## config.mk

```make
export PLATFORM = sky130hd
export DESIGN_NAME = sysclk_mode_control
export DESIGN_NICKNAME = d
export VERILOG_FILES = /design/src/rtl/sysclk_pkg.sv /design/src/rtl/sysclk_mode_control.sv
export VERILOG_INCLUDE_DIRS = /design/src /design/src/rtl
export SDC_FILE = /design/constraint.sdc
export NUM_CORES = 1
export LEC_CHECK = 0
export ABC_AREA = 1
export BUFFER_PORTS_ARGS = -buffer_cell sky130_fd_sc_hd__buf_2
export CAP_MARGIN = 20
export CORE_MARGIN = 10
export CORE_UTILIZATION = 50
export DETAILED_ROUTE_END_ITERATION = 10
export PLACE_DENSITY_LB_ADDON = 0.3
export SKIP_CTS_REPAIR_TIMING = 1
export SYNTH_ARGS = -nofsm -noshare
export SYNTH_HDL_FRONTEND = slang
export SYNTH_SLANG_ARGS = --single-unit
```

## constraint.sdc

```tcl
create_clock -name clk -period 1.7 [get_ports clk]
set_clock_uncertainty 0.05 [all_clocks]
set_input_delay 0.085 -clock clk [delete_from_list [all_inputs] [get_ports clk]]
set_output_delay 0.085 -clock clk [all_outputs]
set_load 0.01 [all_outputs]
```

## src/rtl/sysclk_consts.svh

```systemverilog
// Purpose: Offsets, fields, reset values and counts of the clock and mode control
// Assumes: Byte-wide registers on a plain strobe port
// Notes: Operation list below
//
// Operation
// - High select uses undivided fast clock
// - Divider code picks slow or fast/64 to /2
// - Moving to slow clock stops fast oscillator
// - Watchdog always-on removes deep stop mode
// - Halt, no idle, no watchdog/detector: deep stop
// - Detector enabled forbids deep stop mode
// - Halt, no idle, watchdog or detector: light stop
// - Halt, idle, sysclk off: idle clock off
// - Halt, idle, sysclk on: idle clock on
// - Detector enabled keeps detector and slow clock
// - Slow ready rises after slow oscillator settles
// - Fast ready rises 16 cycles after start
// - Fast ready low in stop and idle-off
// - CPU runs only in normal and slow modes
// - Entering low power sets flag, clears timeout
// - Port edge, interrupt or watchdog wake
`ifndef SYSCLK_CONSTS_SVH
`define SYSCLK_CONSTS_SVH

`define OFS_CLOCK_MODE_SELECT 3'h0
`define OFS_IDLE_CLOCK_AND_RESET_FLAGS 3'h1
`define OFS_EVENT_STATUS 3'h2
`define OFS_EVENT_MASK 3'h3
`define OFS_POWER_CONTROL 3'h4

`define RST_CLK_DIVIDER_SELECT 3'h6
`define RST_IDLE_ON_HALT_ENABLE 1'h1
`define RST_SYS_CLK_HIGH_SELECT 1'h0
`define RST_SYSCLK_ON_IN_IDLE 1'h0
`define RST_RESET_FLAGS 3'h0
`define RST_DIV_EXP 3'h2

`define EVT_MODE_ENTER 0
`define EVT_WAKE 1
`define EVT_HIGH_READY 2
`define EVT_LOW_READY 3

`define HIGH_READY_CYCLES 5'h10
`define LOW_READY_TICKS 2'h2

`endif

```

## src/rtl/sysclk_pkg.sv

```systemverilog
// Purpose: Types shared by the clock and mode control
// Assumes: Nothing beyond the constants header
// Notes: Operating state is one packed struct
`default_nettype none
package sysclk_pkg;

  typedef enum logic [2:0] {
    run_mode,
    deep_stop_mode,
    light_stop_mode,
    idle_clock_off_mode,
    idle_clock_on_mode
  } mode_t;

  typedef struct packed {
    logic [2:0] addr;
    logic [7:0] wdata;
    logic wr;
    logic rd;
  } bus_req_t;

  typedef struct packed {
    logic port_fall;
    logic sys_irq;
    logic wdt_overflow;
  } wake_t;

  typedef struct packed {
    mode_t mode;
    logic sys_clk_high_select;
    logic [2:0] clk_divider_select;
    logic idle_on_halt_enable;
    logic sysclk_on_in_idle;
    logic low_volt_detect_enable;
    logic [2:0] reset_flags;
    logic [3:0] status;
    logic [3:0] mask;
    logic high_osc_ready;
    logic [4:0] high_cnt;
    logic low_osc_ready;
    logic [1:0] low_cnt;
    logic fast_en;
    logic slow_en;
    logic [2:0] cur_exp;
    logic cur_slow;
    logic [5:0] div_cnt;
    logic sysclk;
    logic cpu_run;
    logic pdf_set;
    logic to_clr;
    logic wdt_run;
    logic lvd_keep;
    logic irq;
    logic [7:0] rdata;
  } state_t;

endpackage : sysclk_pkg
`default_nettype wire

```

## src/rtl/sysclk_mode_control.sv

```systemverilog
// Purpose: System clock source selection and halt-driven low power modes
// Assumes: clk runs at twice the fast clock, so high select gives the fast clock itself;
//   slow_tick marks slow clock edges
// Notes: System clock is produced as a register so every phase is whole
//
// Local design decisions: the placing of the registers and the strobed register port.
`include "sysclk_consts.svh"
`default_nettype none
module sysclk_mode_control (
  input wire logic clk,
  input wire logic rst,
  input wire logic ce,
  input wire sysclk_pkg::bus_req_t bus_req,
  output logic [7:0] rdata,
  input wire logic halt,
  input wire sysclk_pkg::wake_t wake,
  input wire logic slow_tick,
  input wire logic wdt_enable,
  input wire logic wdt_always_on,
  output logic sys_clk,
  output logic cpu_run,
  output logic fast_osc_en,
  output logic slow_osc_en,
  output logic high_osc_ready,
  output logic low_osc_ready,
  output logic wdt_run,
  output logic lvd_keep,
  output logic pdf_set,
  output logic to_clr,
  output logic irq,
  output var sysclk_pkg::mode_t mode
);

  sysclk_pkg::state_t s_r;
  sysclk_pkg::state_t s_nxt;

  logic req_slow;
  logic [2:0] req_exp;
  logic clk_tick;
  logic clk_stop;
  logic wake_any;
  logic [3:0] evt;

  // Requested source from the select bit and divider code
  always_comb
  begin
    req_slow = !s_r.sys_clk_high_select && (s_r.clk_divider_select < 3'h2);
    if (s_r.sys_clk_high_select)
    begin
      req_exp = 3'h0;
    end
    else
    begin
      req_exp = 3'(4'h8 - {1'b0, s_r.clk_divider_select});
    end
  end

  assign wake_any = wake.port_fall || wake.sys_irq || wake.wdt_overflow;
  assign clk_stop = (s_r.mode == sysclk_pkg::deep_stop_mode)
                 || (s_r.mode == sysclk_pkg::light_stop_mode)
                 || (s_r.mode == sysclk_pkg::idle_clock_off_mode);
  assign clk_tick = s_r.cur_slow ? slow_tick
                  : (s_r.div_cnt == 6'((7'h01 << s_r.cur_exp) - 7'h01));

  always_comb
  begin
    s_nxt = s_r;
    evt = 4'h0;
    s_nxt.pdf_set = 1'b0;
    s_nxt.to_clr = 1'b0;

    // Mode sequencing
    if (s_r.mode == sysclk_pkg::run_mode)
    begin
      if (halt)
      begin
        s_nxt.pdf_set = 1'b1;
        s_nxt.to_clr = 1'b1;
        evt[`EVT_MODE_ENTER] = 1'b1;
        if (s_r.idle_on_halt_enable)
        begin
          if (s_r.sysclk_on_in_idle)
          begin
            s_nxt.mode = sysclk_pkg::idle_clock_on_mode;
          end
          else
          begin
            s_nxt.mode = sysclk_pkg::idle_clock_off_mode;
          end
        end
        else if (wdt_enable || wdt_always_on || s_r.low_volt_detect_enable)
        begin
          s_nxt.mode = sysclk_pkg::light_stop_mode;
        end
        else
        begin
          s_nxt.mode = sysclk_pkg::deep_stop_mode;
        end
      end
    end
    else if (wake_any)
    begin
      s_nxt.mode = sysclk_pkg::run_mode;
      evt[`EVT_WAKE] = 1'b1;
    end

    s_nxt.cpu_run = (s_nxt.mode == sysclk_pkg::run_mode);
    s_nxt.slow_en = (s_nxt.mode != sysclk_pkg::deep_stop_mode) || wdt_always_on;
    s_nxt.wdt_run = (s_nxt.mode != sysclk_pkg::deep_stop_mode) && (wdt_enable || wdt_always_on);
    s_nxt.lvd_keep = s_r.low_volt_detect_enable;

    // Clock generator: a source change is taken only at the end of a whole low phase
    if (s_r.cur_slow)
    begin
      s_nxt.div_cnt = 6'h00;
    end
    else if (clk_tick)
    begin
      s_nxt.div_cnt = 6'h00;
    end
    else
    begin
      s_nxt.div_cnt = 6'(s_r.div_cnt + 6'h01);
    end
    if (clk_tick)
    begin
      if (s_r.sysclk)
      begin
        s_nxt.sysclk = 1'b0;
      end
      else if (!clk_stop)
      begin
        s_nxt.sysclk = 1'b1;
        s_nxt.cur_slow = req_slow;
        s_nxt.cur_exp = req_exp;
        s_nxt.div_cnt = 6'h00;
      end
    end

    // Fast oscillator held only while a fast-derived clock is wanted or still active;
    // uses the source just taken so it stops in the same cycle as the move to slow
    case (s_nxt.mode)
      sysclk_pkg::run_mode:
      begin
        s_nxt.fast_en = !(req_slow && s_nxt.cur_slow);
      end
      sysclk_pkg::idle_clock_on_mode:
      begin
        s_nxt.fast_en = !s_nxt.cur_slow;
      end
      default:
      begin
        s_nxt.fast_en = 1'b0;
      end
    endcase

    // Ready flags restart whenever their oscillator is off
    if (!s_nxt.fast_en)
    begin
      s_nxt.high_osc_ready = 1'b0;
      s_nxt.high_cnt = 5'h00;
    end
    else if (!s_r.high_osc_ready)
    begin
      s_nxt.high_cnt = 5'(s_r.high_cnt + 5'h01);
      if (s_r.high_cnt == 5'(`HIGH_READY_CYCLES - 5'h01))
      begin
        s_nxt.high_osc_ready = 1'b1;
        evt[`EVT_HIGH_READY] = 1'b1;
      end
    end
    if (!s_nxt.slow_en)
    begin
      s_nxt.low_osc_ready = 1'b0;
      s_nxt.low_cnt = 2'h0;
    end
    else if (!s_r.low_osc_ready && slow_tick)
    begin
      s_nxt.low_cnt = 2'(s_r.low_cnt + 2'h1);
      if (s_r.low_cnt == 2'(`LOW_READY_TICKS - 2'h1))
      begin
        s_nxt.low_osc_ready = 1'b1;
        evt[`EVT_LOW_READY] = 1'b1;
      end
    end

    // Register writes; read-only and unused bits are not stored
    s_nxt.status = s_r.status;
    if (bus_req.wr)
    begin
      if (bus_req.addr == `OFS_CLOCK_MODE_SELECT)
      begin
        s_nxt.clk_divider_select = bus_req.wdata[7:5];
        s_nxt.idle_on_halt_enable = bus_req.wdata[1];
        s_nxt.sys_clk_high_select = bus_req.wdata[0];
      end
      else if (bus_req.addr == `OFS_IDLE_CLOCK_AND_RESET_FLAGS)
      begin
        s_nxt.sysclk_on_in_idle = bus_req.wdata[7];
        s_nxt.reset_flags = bus_req.wdata[2:0];
      end
      else if (bus_req.addr == `OFS_EVENT_STATUS)
      begin
        s_nxt.status = s_r.status & ~bus_req.wdata[3:0];
      end
      else if (bus_req.addr == `OFS_EVENT_MASK)
      begin
        s_nxt.mask = bus_req.wdata[3:0];
      end
      else if (bus_req.addr == `OFS_POWER_CONTROL)
      begin
        s_nxt.low_volt_detect_enable = bus_req.wdata[0];
      end
    end
    // Set wins over a simultaneous clear
    s_nxt.status = s_nxt.status | evt;
    s_nxt.irq = |(s_nxt.status & s_nxt.mask);

    s_nxt.rdata = 8'h00;
    if (bus_req.rd)
    begin
      if (bus_req.addr == `OFS_CLOCK_MODE_SELECT)
      begin
        s_nxt.rdata = {s_r.clk_divider_select, 1'b0, s_r.low_osc_ready,
                       s_r.high_osc_ready, s_r.idle_on_halt_enable, s_r.sys_clk_high_select};
      end
      else if (bus_req.addr == `OFS_IDLE_CLOCK_AND_RESET_FLAGS)
      begin
        s_nxt.rdata = {s_r.sysclk_on_in_idle, 4'h0, s_r.reset_flags};
      end
      else if (bus_req.addr == `OFS_EVENT_STATUS)
      begin
        s_nxt.rdata = {4'h0, s_r.status};
      end
      else if (bus_req.addr == `OFS_EVENT_MASK)
      begin
        s_nxt.rdata = {4'h0, s_r.mask};
      end
      else if (bus_req.addr == `OFS_POWER_CONTROL)
      begin
        s_nxt.rdata = {7'h00, s_r.low_volt_detect_enable};
      end
    end
  end

  always_ff @(posedge clk or posedge rst)
  begin
    if (rst)
    begin
      s_r <= '0;
      s_r.mode <= sysclk_pkg::run_mode;
      s_r.clk_divider_select <= `RST_CLK_DIVIDER_SELECT;
      s_r.idle_on_halt_enable <= `RST_IDLE_ON_HALT_ENABLE;
      s_r.sys_clk_high_select <= `RST_SYS_CLK_HIGH_SELECT;
      s_r.sysclk_on_in_idle <= `RST_SYSCLK_ON_IN_IDLE;
      s_r.reset_flags <= `RST_RESET_FLAGS;
      s_r.cur_exp <= `RST_DIV_EXP;
      s_r.fast_en <= 1'b1;
      s_r.slow_en <= 1'b1;
      s_r.cpu_run <= 1'b1;
    end
    else if (ce)
    begin
      s_r <= s_nxt;
    end
  end

  assign rdata = s_r.rdata;
  assign sys_clk = s_r.sysclk;
  assign cpu_run = s_r.cpu_run;
  assign fast_osc_en = s_r.fast_en;
  assign slow_osc_en = s_r.slow_en;
  assign high_osc_ready = s_r.high_osc_ready;
  assign low_osc_ready = s_r.low_osc_ready;
  assign wdt_run = s_r.wdt_run;
  assign lvd_keep = s_r.lvd_keep;
  assign pdf_set = s_r.pdf_set;
  assign to_clr = s_r.to_clr;
  assign irq = s_r.irq;
  assign mode = s_r.mode;

  // Checks
  property p_light_entry;
    @(posedge clk) disable iff (rst)
    (ce && s_r.mode == sysclk_pkg::run_mode && halt && !s_r.idle_on_halt_enable
     && (wdt_enable || wdt_always_on || s_r.low_volt_detect_enable))
    |=> (s_r.mode == sysclk_pkg::light_stop_mode);
  endproperty
  a_light_entry: assert property (p_light_entry) else $error("light stop not entered");

  property p_deep_entry;
    @(posedge clk) disable iff (rst)
    (ce && s_r.mode == sysclk_pkg::run_mode && halt && !s_r.idle_on_halt_enable
     && !wdt_enable && !wdt_always_on && !s_r.low_volt_detect_enable)
    |=> (s_r.mode == sysclk_pkg::deep_stop_mode) && !s_r.wdt_run && !s_r.cpu_run;
  endproperty
  a_deep_entry: assert property (p_deep_entry) else $error("deep stop not entered");

  property p_no_deep_always_on;
    @(posedge clk) disable iff (rst)
    (ce && halt && wdt_always_on) |=> (s_r.mode != sysclk_pkg::deep_stop_mode);
  endproperty
  a_no_deep_always_on: assert property (p_no_deep_always_on) else $error("deep stop wdt");

  property p_idle_entry;
    @(posedge clk) disable iff (rst)
    (ce && s_r.mode == sysclk_pkg::run_mode && halt && s_r.idle_on_halt_enable)
    |=> (s_r.mode == ($past(s_r.sysclk_on_in_idle) ? sysclk_pkg::idle_clock_on_mode
                                                   : sysclk_pkg::idle_clock_off_mode));
  endproperty
  a_idle_entry: assert property (p_idle_entry) else $error("wrong idle mode");

  property p_high_ready_low;
    @(posedge clk) disable iff (rst)
    (s_r.mode inside {sysclk_pkg::deep_stop_mode, sysclk_pkg::light_stop_mode,
                      sysclk_pkg::idle_clock_off_mode}) |-> !s_r.high_osc_ready;
  endproperty
  a_high_ready_low: assert property (p_high_ready_low) else $error("fast ready in stop");

  property p_detector_keeps_slow;
    @(posedge clk) disable iff (rst)
    (s_r.low_volt_detect_enable && s_r.mode != sysclk_pkg::run_mode) |-> s_r.slow_en;
  endproperty
  a_detector_keeps_slow: assert property (p_detector_keeps_slow) else $error("slow off");

  property p_entry_flags;
    @(posedge clk) disable iff (rst)
    (ce && s_r.mode == sysclk_pkg::run_mode && halt)
    |=> s_r.pdf_set && s_r.to_clr ##1 !s_r.pdf_set;
  endproperty
  a_entry_flags: assert property (p_entry_flags) else $error("flags not pulsed");

  property p_wake;
    @(posedge clk) disable iff (rst)
    (ce && s_r.mode != sysclk_pkg::run_mode
     && (wake.port_fall || wake.sys_irq || wake.wdt_overflow))
    |=> (s_r.mode == sysclk_pkg::run_mode) && s_r.cpu_run;
  endproperty
  a_wake: assert property (p_wake) else $error("wake missed");

  property p_slow_stops_fast;
    @(posedge clk) disable iff (rst)
    (s_r.cur_slow && s_r.mode == sysclk_pkg::run_mode && !s_r.sys_clk_high_select
     && s_r.clk_divider_select < 3'h2) |-> !s_r.fast_en;
  endproperty
  a_slow_stops_fast: assert property (p_slow_stops_fast) else $error("fast osc left on");

  property p_reserved_zero;
    @(posedge clk) disable iff (rst)
    (ce && bus_req.rd && bus_req.addr == `OFS_CLOCK_MODE_SELECT) |=> (s_r.rdata[4] == 1'b0);
  endproperty
  a_reserved_zero: assert property (p_reserved_zero) else $error("reserved bit set");

  property p_stopped_no_rise;
    @(posedge clk) disable iff (rst)
    (ce && (s_r.mode inside {sysclk_pkg::deep_stop_mode, sysclk_pkg::light_stop_mode,
                             sysclk_pkg::idle_clock_off_mode})) |=> !$rose(s_r.sysclk);
  endproperty
  a_stopped_no_rise: assert property (p_stopped_no_rise) else $error("sys clock in stop");

  property p_deep_slow_off;
    @(posedge clk) disable iff (rst)
    (s_r.mode == sysclk_pkg::deep_stop_mode && !wdt_always_on)
    |-> !s_r.slow_en && !s_r.low_osc_ready && !s_r.wdt_run;
  endproperty
  a_deep_slow_off: assert property (p_deep_slow_off) else $error("slow on in deep");

  property p_cpu_halted;
    @(posedge clk) disable iff (rst)
    (s_r.mode != sysclk_pkg::run_mode) |-> !s_r.cpu_run;
  endproperty
  a_cpu_halted: assert property (p_cpu_halted) else $error("cpu runs in low power");

  property p_high_ready_wait;
    @(posedge clk) disable iff (rst)
    (ce && !s_r.fast_en) |=> (!s_r.high_osc_ready) [*8];
  endproperty
  a_high_ready_wait: assert property (p_high_ready_wait) else $error("ready early");

  property p_ctrl_reserved;
    @(posedge clk) disable iff (rst)
    (ce && bus_req.rd && bus_req.addr == `OFS_IDLE_CLOCK_AND_RESET_FLAGS)
    |=> (s_r.rdata[6:3] == 4'h0);
  endproperty
  a_ctrl_reserved: assert property (p_ctrl_reserved) else $error("ctrl bits set");

endmodule : sysclk_mode_control
`default_nettype wire

```

==> run summary, run 1 <==
Slew HR: 64.03%
Gr ovfl total: 0
Final hold vios: 1
Sequential share of power: 44.0%
Sw frac: 37.56%
All-Layer GR Usage: 15.11%
Final ANT Viol Nets: 0
Yosys top cell area share: 40.44%
Clock sinks: 55
Switching pwr: 1.675 mW
Count of pins over their slew limit: 0
Diode count: 0
Flop2flop setup slack: -180 ps
Max Clock Freq: 532.4 MHz
Setup slack after placement: -88.44 ps
Starting DRC count in detailed routing: 167
Kind of critical path: reg -> reg
IO Port Bufs: 42
Cts bufs inserted: 5
Post-DP HPWL: 5.302 mm
Total wire length: 7.377 mm
Max-cap viol count: 0
Antenna violations before repair: 0
Die area: 9424 sq um
Routed len/inst: 14.44 um
Nets: 464
Status: complete, but fails checks
Root Driver: clkbuf_8
Die extent in y: 97.08 um
Cell-internal power: 2.784 mW
Rows: 28
Synthesized flop and latch total: 55
Post-synthesis sequential area ratio: 46.63%
Hold crit path type: in -> reg
End of the worst hold path: s_r[52]$_DFFE_PP1P_
Total chip power: 4.459 mW
Commonest non-fill, non-tap cell in the layout: nand2_1
Area of the mapped netlist: 2970 sq um
Core Area: 5851 sq um
Pin count of the biggest net entering global routing: 25
Worst Path Max Fanout: 6
First drt pass iteration count: 4
Synth Instances: 374
CTS max path bufs: 2
CTS tree: yes
Worst Setup End Kind: flop
Power density over cell area: 1199 nW/um^2
Area grow syn2layout: 25.23%
Routed vias/inst: 5.135
Most flop-heavy register: s_r
Yosys top cell by area: dfrtp_1
Crit path DAT: 2060 ps
VDD IR max: 0.0007898 V
Most frequent cells in the layout: 73 x nand2_1, 50 x inv_1, 47 x dfrtp_1
Synth Warn #: 0
Worst setup SP type: flop
Final Wtd Congestion: 0.8665
Req. time, crit path: 1880 ps
Max FFs per register: 34
Overall via count from detail_route: 2624
Final WS setup: -178.4 ps
Leakage: 1.855 nW
Measured slew at the worst slew-check pin: 538.8 ps
Failing checks: negative hold slack, negative setup slack
Main synth FF type: dfrtp_1
Tmin final: 1878 ps
Worst r2r dst: s_r[24]$_DFFE_PP0P_
Worst-path clk slew: 100 ps
EDFF count, synth: 0
Clk_lat worst skew: 310 ps
Combinational power share: 36.6%
Area contributors post-synth: dfrtp_1 40%, nand2_1 11%, inv_1 7.0%
Hold slack: -9.909 ps
Ys async rst share: 100.0%
Worst R2R Start: s_r[23]$_DFFE_PP1P_
Avg Synthesized Cell Area: 7.942 sq um
Worst Hold Depth: 3
Chip Width: 97.08 um
Clk network pwr share: 19.4%
Syn_nets: 402
Initial Utilization: 50.77%
Final period utilization: 110.5%
Vias in the first global route: 2605
Setup violations, final: 15
Layout cell share with drive strength beyond 1: 32.11%
RSZ-0062 raised after global routing: yes
DRC violations left: 0
Worst hold path startpoint: bus_req[9]
H-Tree Depth: 2
First-pass GRT wire length: 12.24 mm
I/O pin count: 45
Reg2reg path depth: 11
Unique cell type count in the Yosys netlist: 39
-- cell type report --
class / instances / area, sq um
clock buffers: 5 / 68.82
repair buffers: 73 / 466.7
flip-flops and latches: 55 / 1386
fillers: 503 / 2131
well taps: 75 / 93.84
multi-input cells: 244 / 1445
inverters: 57 / 221.5
clock inverters: 2 / 37.54
-- cell families after synthesis --
| kind of cell | after synthesis | share of synthesized area, % |
|---|---|---|
| AO/OA/AOI/OAI | 72 | 14.45 |
| XOR/XNOR | 9 | 2.654 |
| adder cells (fa/ha/maj) | 5 | 2.106 |
| buffers and inverters | 75 | 11.12 |
| flip-flops | 55 | 46.63 |
| multiplexers | 1 | 0.3791 |
| other | 1 | 0.1262 |
| AND/OR/NAND/NOR | 156 | 22.54 |
-- power groups by stage --
| stage | Combinational, mW | Clock, mW | Sequential (mW) |
|---|---|---|---|
| after global routing | 1.86 | 0.935 | 2.00 |
| final | 1.63 | 0.865 | 1.96 |
| after floorplan | 0.913 | 0 | 1.90 |
| after global placement | 1.25 | 0 | 1.92 |
| after detailed placement | 1.30 | 0 | 1.93 |
| after CTS | 1.31 | 0.882 | 1.90 |
-- per-layer routing --
metal  track usage [%]  share of wire, %  routed length (um)  vias up
met1             19.86                45                3310     1235
li1                  -                 -                   -     1315
met3             4.125               6.1                 447        9
met4             4.654               1.2                  91        0
met5                 0                 0                   0        -
met2             23.51                48                3528       65
-- synthesized netlist by cell type (all sizes together), types with 4 or more instances --
cell type,instances
dfrtp,48
o21ai,39
xor2,6
nand2,85
a21oi,13
nand3,21
ha,5
buf,15
a221oi,4
nor2,43
nor3,5
inv,56
dfstp,7
-- metrics by stage --
stage / instances / util [%] / TNS (ps) / hold WS [ps] / instance area (sq um)
after floorplan: 374 / - / 0 / 161.8 / 2970
after global placement: 492 / 56.65 / -32.25 / 104.0 / 3314
after detailed placement: 492 / 56.65 / -604.3 / 113.7 / 3314
after CTS: 499 / 58.47 / -991.0 / -235.6 / 3421
after global routing: 511 / 63.58 / -3208 / 22.63 / 3720
final: 511 / 63.58 / -1316 / -9.909 / 3720
-- critical path, cell delays in order, from the launching register on --
cell     delay, ps
dfstp_2        630
nand2_4         80
xnor2_1        160
nor2_4         110
nand3_2        100
nand2_4        110
inv_4           40
nor2_4         120
nand3_2        130
inv_4          110
nand3_2         70
o21ai_1        100
-- worst max path at each step --
stage / from / to / slack, ps / cells past startpoint
final: s_r[23]$_DFFE_PP1P_ / s_r[24]$_DFFE_PP0P_ / -180 / 11
after CTS: s_r[49]$_DFFE_PP1P_ / s_r[32]$_DFFE_PP0P_ / -120 / 11
after detailed placement: s_r[49]$_DFFE_PP1P_ / s_r[32]$_DFFE_PP0P_ / -90 / 11
after floorplan: s_r[49]$_DFFE_PP1P_ / s_r[31]$_DFFE_PP0P_ / 110 / 10
after global placement: s_r[49]$_DFFE_PP1P_ / s_r[31]$_DFFE_PP0P_ / -10 / 11
after global routing: s_r[23]$_DFFE_PP1P_ / s_r[24]$_DFFE_PP0P_ / -270 / 11
No activity file was read; power rests on OpenSTA's default activity.
==> run 2, diff against run 1 <==
- BUFFER_PORTS_ARGS: -buffer_cell sky130_fd_sc_hd__buf_2 -> -buffer_cell sky130_fd_sc_hd__buf_4
==> run 2 against run 1 <==
  * The run still ends with negative hold slack, negative setup slack left
  * Cell count is 0.39% higher
  * Cell area is 0.37% higher
  * Maximum frequency is 4.1% higher
  * Clock power is 12% lower
  * First-iteration DRC count is 14% lower
  * Sequential power hardly changed
  * Global-route usage is 0.65 points lower
  * Via count is 0.11% lower
  * Total power is 3.8% lower
  * Register-to-register slack better by 70 ps
  * Hold slack worse by 13 ps
  * Critical endpoint is now s_r[27]$_DFFE_PP0P_
==> run summary, run 2 (same netlist as run 1, synthesis figures left out) <==
CP max stage delay: 590 ps (-40 ps)
WP buf/inv: 1 (-1)
DRC violations left: 0 (unchanged)
CTS tree: yes
Max-cap viol count: 0 (unchanged)
Gr ovfl total: 0 (unchanged)
Failing checks: negative hold slack, negative setup slack
Worst Setup End Kind: flop
Kind of critical path: reg -> reg
Slew HR: 64.78% (+0.76 points)
Max Clock Freq: 554.0 MHz (+4.1%)
Layout cell share with drive strength beyond 1: 28.77% (-3.3 points)
DP Area: 3427 sq um (+3.4%)
Post-DP HPWL: 5.178 mm (-2.4%)
Routed vias/inst: 5.109 (-0.50%)
Final period utilization: 106.2% (-4.3 points)
Total wire length: 7.041 mm (-4.6%)
VDD IR max: 0.0005404 V (-32%)
Crit path max-delay family: simple AND/OR/NAND/NOR gates
Most frequent cells in the layout: 77 x nand2_1, 70 x buf_4, 50 x inv_1
Req. time, crit path: 1860 ps (-20 ps)
Die extent in y: 97.08 um (unchanged)
RSZ-0062 raised after global routing: yes
Root Driver: clkbuf_8
I/O pin count: 45 (unchanged)
Total chip power: 4.290 mW (-3.8%)
Worst setup SP type: flop
Measured slew at the worst slew-check pin: 527.7 ps (-11.15 ps)
Hold slack: -23.31 ps (-13.41 ps)
Final ANT Viol Nets: 0 (unchanged)
CP cell instances: nand2_2 > nand2_2 > nor2_2 > nor2_2 > nand4_1 > a21oi_2 > nor2_1 > a21oi_1 > inv_1
First drt pass iteration count: 4 (unchanged)
Initial Utilization: 50.77% (unchanged)
Most flop-heavy register: s_r
Tmin final: 1805 ps (-73.24 ps)
Die area: 9424 sq um (unchanged)
Hold crit path type: in -> reg
Rows: 28 (unchanged)
First-pass GRT wire length: 11.71 mm (-4.3%)
Slowest CP cell: dfstp_2
FILL cells: 504 (+0.20%)
Commonest non-fill, non-tap cell in the layout: nand2_1
Worst Path Max Fanout: 5 (-1)
Chip Width: 97.08 um (unchanged)
Nets: 465 (+0.22%)
Final Wtd Congestion: 0.8403 (-3.0%)
Status: complete, but fails checks
Pin count of the biggest net entering global routing: 56 (+120%)
Final WS setup: -105.1 ps (+73.24 ps)
IO Port Bufs: 42 (unchanged)
Routed len/inst: 13.73 um (-4.9%)
Count of pins over their slew limit: 0 (unchanged)
Crit path DAT: 1970 ps (-90 ps)
All-Layer GR Usage: 14.46% (-0.65 points)
Cts bufs inserted: 5 (unchanged)
Setup violations, final: 18 (+3)
Clk_lat worst skew: 310 ps (about the same)
Worst-path clk slew: 100 ps (about the same)
Max FFs per register: 34 (unchanged)
Antenna violations before repair: 0 (unchanged)
Overall via count from detail_route: 2621 (-0.11%)
Leakage: 1.868 nW (+0.67%)
Area grow syn2layout: 25.69%
Clock sinks: 55 (unchanged)
Final hold vios: 2 (+1)
CTS max path bufs: 2 (unchanged)
Starting DRC count in detailed routing: 144 (-14%)
Diode count: 0 (unchanged)
Post-route cell area: 3734 sq um (+0.37%)
H-Tree Depth: 2 (unchanged)
Power density over cell area: 1149 nW/um^2 (-4.1%)
Core Area: 5851 sq um (unchanged)
Vias in the first global route: 2559 (-1.8%)
==> run 2: power by group <==
| group | switching, mW | internal (mW) | total [mW] |
|---|---|---|---|
| combinational | 0.844 | 0.722 | 1.57 |
| clock | 0.427 | 0.335 | 0.762 |
| sequential | 0.312 | 1.65 | 1.96 |
==> run 2: cell type report <==
class	instances	area (sq um)	share of cell area (%)
Sequential cell	55	1386	37.13
Multi-Input combinational cell	244	1366	36.60
Timing Repair Buffer	74	575.6	15.42
Inverter	57	216.5	5.798
Tap cell	75	93.84	2.513
Clock buffer	7	86.33	2.312
Clock inverter	1	8.758	0.2346
==> run 2: final timing paths <==
path	start	endpoint	slack [ps]	depth (start not counted)
max in group asynchronous	rst	fast_osc_en$_DFFE_PP1P_	980	4
max reg2reg	s_r[49]$_DFFE_PP1P_	s_r[27]$_DFFE_PP0P_	-110	9
max	s_r[49]$_DFFE_PP1P_	s_r[27]$_DFFE_PP0P_	-110	9
min	bus_req[7]	s_r[50]$_DFFE_PP0P_	-20	3
min reg2reg	rdata[0]$_DFFE_PP0P_	rdata[0]$_DFFE_PP0P_	440	2
min in group asynchronous	rst	s_r[39]$_DFFE_PP0P_	330	4
==> run 2: routing by layer <==
layer	part of all wire, %	vias up	track usage, %
met1	45	1231	18.11
met5	0	-	0
met2	46	66	23.35
li1	-	1319	-
met4	0.95	0	3.859
met3	7.2	5	4.623
==> run 2: stage by stage <==
step | utilization, % | std cells | setup TNS (ps) | setup slack [ps] | hold WS [ps]
after global placement | 58.58 | 493 | -217.3 | -41.12 | 119.9
after CTS | 60.20 | 501 | -677.8 | -110.7 | -224.4
after detailed placement | 58.58 | 493 | -439.8 | -89.92 | 118.5
after floorplan | - | 374 | 0 | 109.7 | 161.8
after global routing | 63.82 | 513 | -2831 | -197.1 | 8.204
final | 63.82 | 513 | -855.7 | -105.1 | -23.31
==> run 2: worst min-delay path, stage by stage <==
cell and delay [ps]:
buf_4 80, nor2_1 30, a21oi_1 100
==> run 3, diff against run 2 <==
- ABC_AREA: 1 -> default
==> run 3 against run 2 <==
  * The flow still finishes with violations (negative hold slack, negative setup slack)
  * Register-to-register slack worse by 370 ps
  * Cell count down 6.0%
  * Critical path depth down 1
  * Area after synthesis up 4.6%
  * Sequential power up 4%
  * Synthesized cell count down 15%
  * Sequential share of layout area down 3.5 points
  * Largest cell class is now multi-input combinational cells
==> run summary, run 3 <==
Final ANT Viol Nets: 0 (unchanged)
Antenna violations before repair: 0 (unchanged)
Die area: 9766 sq um (+3.6%)
Clk_lat worst skew: 310 ps (about the same)
Nets: 434 (-6.7%)
Unique cell type count in the Yosys netlist: 61 (+56%)
Die extent in y: 98.83 um (+1.8%)
Cell with the most instances after synthesis: dfrtp_1
Max Clock Freq: 459.7 MHz (-17%)
Total chip power: 4.910 mW (+14%)
Main synth FF type: dfrtp_1
Worst-path clk slew: 100 ps (about the same)
Routed len/inst: 17.63 um (+28%)
Power density over cell area: 1191 nW/um^2 (+3.6%)
Synth Warn #: 0 (unchanged)
Pin count of the biggest net entering global routing: 56 (unchanged)
Post-synthesis sequential area ratio: 44.58% (-2.0 points)
Final Wtd Congestion: 0.8297 (-1.3%)
Area of the mapped netlist: 3107 sq um (+4.6%)
Area grow syn2layout: 32.70%
Overall via count from detail_route: 2815 (+7.4%)
Reg2reg path depth: 8 (-1)
Root Driver: clkbuf_8
Worst R2R Start: s_r[23]$_DFFE_PP1P_
Ys async rst share: 100.0% (unchanged)
H-Tree Depth: 2 (unchanged)
Layout cell share with drive strength beyond 1: 40.29% (+12 points)
Chip Width: 98.83 um (+1.8%)
Most flop-heavy register: s_r
Setup violations, final: 23 (+5)
Post-DP HPWL: 6.359 mm (+23%)
Worst r2r dst: s_r[24]$_DFFE_PP0P_
Count of pins over their slew limit: 0 (unchanged)
Core Area: 5991 sq um (+2.4%)
Tmin final: 2175 ps (+370.4 ps)
First-pass GRT wire length: 13.56 mm (+16%)
Hold crit path type: in -> reg
Routed vias/inst: 5.840 (+14%)
Crit path DAT: 2330 ps (+360 ps)
Yosys top cell area share: 38.66% (-1.8 points)
Final hold vios: 3 (+1)
Top post-synthesis cells by count: 48 x dfrtp_1, 31 x nand2_1, 25 x o21ai_0
Most frequent cells in the layout: 97 x buf_4, 46 x dfrtp_1, 31 x nand2_1
Worst Path Max Fanout: 6 (+1)
Total wire length: 8.500 mm (+21%)
Clock sinks: 55 (unchanged)
Max-cap viol count: 0 (unchanged)
First drt pass iteration count: 4 (unchanged)
Rows: 28 (unchanged)
Area contributors post-synth: dfrtp_1 39%, dfstp_2 5.9%, mux2_2 5.8%
Final period utilization: 128.0% (+22 points)
Hold slack: -8.791 ps (+14.52 ps)
Kind of critical path: reg -> reg
EDFF count, synth: 0 (unchanged)
Diode count: 0 (unchanged)
Synth Instances: 318 (-15%)
Worst Setup End Kind: flop
CTS tree: yes
Req. time, crit path: 1850 ps (about the same)
Syn_nets: 346 (-14%)
Max FFs per register: 34 (unchanged)
Flop2flop setup slack: -480 ps (-370 ps)
Worst hold path startpoint: bus_req[2]
Commonest non-fill, non-tap cell in the layout: buf_4
Post-layout util: 68.82% (+5.0 points)
Gr ovfl total: 0 (unchanged)
Initial Utilization: 51.86% (+1.1 points)
I/O pin count: 45 (unchanged)
RSZ-0062 raised after global routing: yes
Setup_tns: -8062 ps (-7206 ps)
Synthesized flop and latch total: 55 (unchanged)
Worst setup path endpoint: s_r[24]$_DFFE_PP0P_
CP Launch Point: s_r[23]$_DFFE_PP1P_
Failing checks: negative hold slack, negative setup slack
Status: complete, but fails checks
Starting DRC count in detailed routing: 214 (+49%)
Cts bufs inserted: 5 (unchanged)
IO Port Bufs: 42 (unchanged)
FILL cells: 454 (-9.9%)
Yosys top cell by area: dfrtp_1
Leakage: 1.896 nW (+1.5%)
All-Layer GR Usage: 16.67% (+2.2 points)
Worst setup SP type: flop
DRC violations left: 0 (unchanged)
CTS max path bufs: 2 (unchanged)
Final WS setup: -475.5 ps (-370.4 ps)
Avg Synthesized Cell Area: 9.770 sq um (+23%)
VDD IR max: 0.0008137 V (+51%)
Vias in the first global route: 2804 (+9.6%)
run 3: cell count changes after synthesis, moves of 5 or more:
cell | before | now
nand2_1 | 84 | 31
o21ai_0 | 35 | 25
nor3_1 | 4 | 12
mux2_2 | 1 | 16
mux2i_1 | 0 | 5
nand3_1 | 17 | 6
inv_1 | 55 | 20
nor2_1 | 40 | 21
clkbuf_1 | 3 | 10
a21oi_1 | 12 | 17
o2bb2ai_1 | 0 | 9
run 3: critical path, cell delays in order, from the launching register on:
cell and delay (ps):
dfstp_2 430, nor4b_4 140, buf_4 150, a2111oi_4 360, nor2_2 70, o21a_1 210
o211ai_1 180, buf_4 160, mux2_2 320
run 3: metrics by stage:
stage               cell area [sq um]  worst slack [ps]  instances
floorplan                        3154            -354.0        318
global placement                 3814            -481.3        462
detailed placement               3814            -531.5        462
CTS                              3895            -545.1        470
global route                     4123            -557.7        482
finish                           4123            -475.5        482
run 3: how the worst min path moves through the flow:
stage                                       to  cells past startpoint
final                      s_r[53]$_DFFE_PP0P_                      2
after global routing       s_r[53]$_DFFE_PP0P_                      2
after CTS                 rdata[6]$_DFFE_PP0P_                      3
after floorplan            s_r[51]$_DFFE_PP1P_                      2
after detailed placement  rdata[6]$_DFFE_PP0P_                      3
after global placement    rdata[6]$_DFFE_PP0P_                      3
run 3: logic make-up after synthesis:
group	synth area share (%)
other	0.1207
and+or+nand+nor	15.71
muxes	8.860
AOI/OAI and AO/OA	20.30
buffers and inverters	7.290
adders and majority gates	2.014
xor gates and xnor gates	1.128
DFF	44.58
run 3: final cells by class:
class | count | area, sq um | share of cell area (%)
multi-input cells | 218 | 1653 | 40.09
flip-flops and latches | 55 | 1388 | 33.66
repair buffers | 106 | 832.0 | 20.18
well taps | 75 | 93.84 | 2.276
clock buffers | 7 | 76.32 | 1.851
inverters | 20 | 75.07 | 1.821
clock inverters | 1 | 5.005 | 0.1214
run 3: where the power goes:
part	switching, mW	total (mW)	internal, mW
registers	0.354	2.04	1.68
clock network	0.433	0.725	0.291
logic	0.997	2.15	1.15
total	1.78	4.91	3.13
run 3: metal layers:
metal	global-route usage, %	vias to the layer above	wire, um
li1	-	1325	-
met1	22.17	1397	3775
met2	26.40	83	4134
met3	3.701	10	478
met4	4.961	0	111
met5	0	-	0
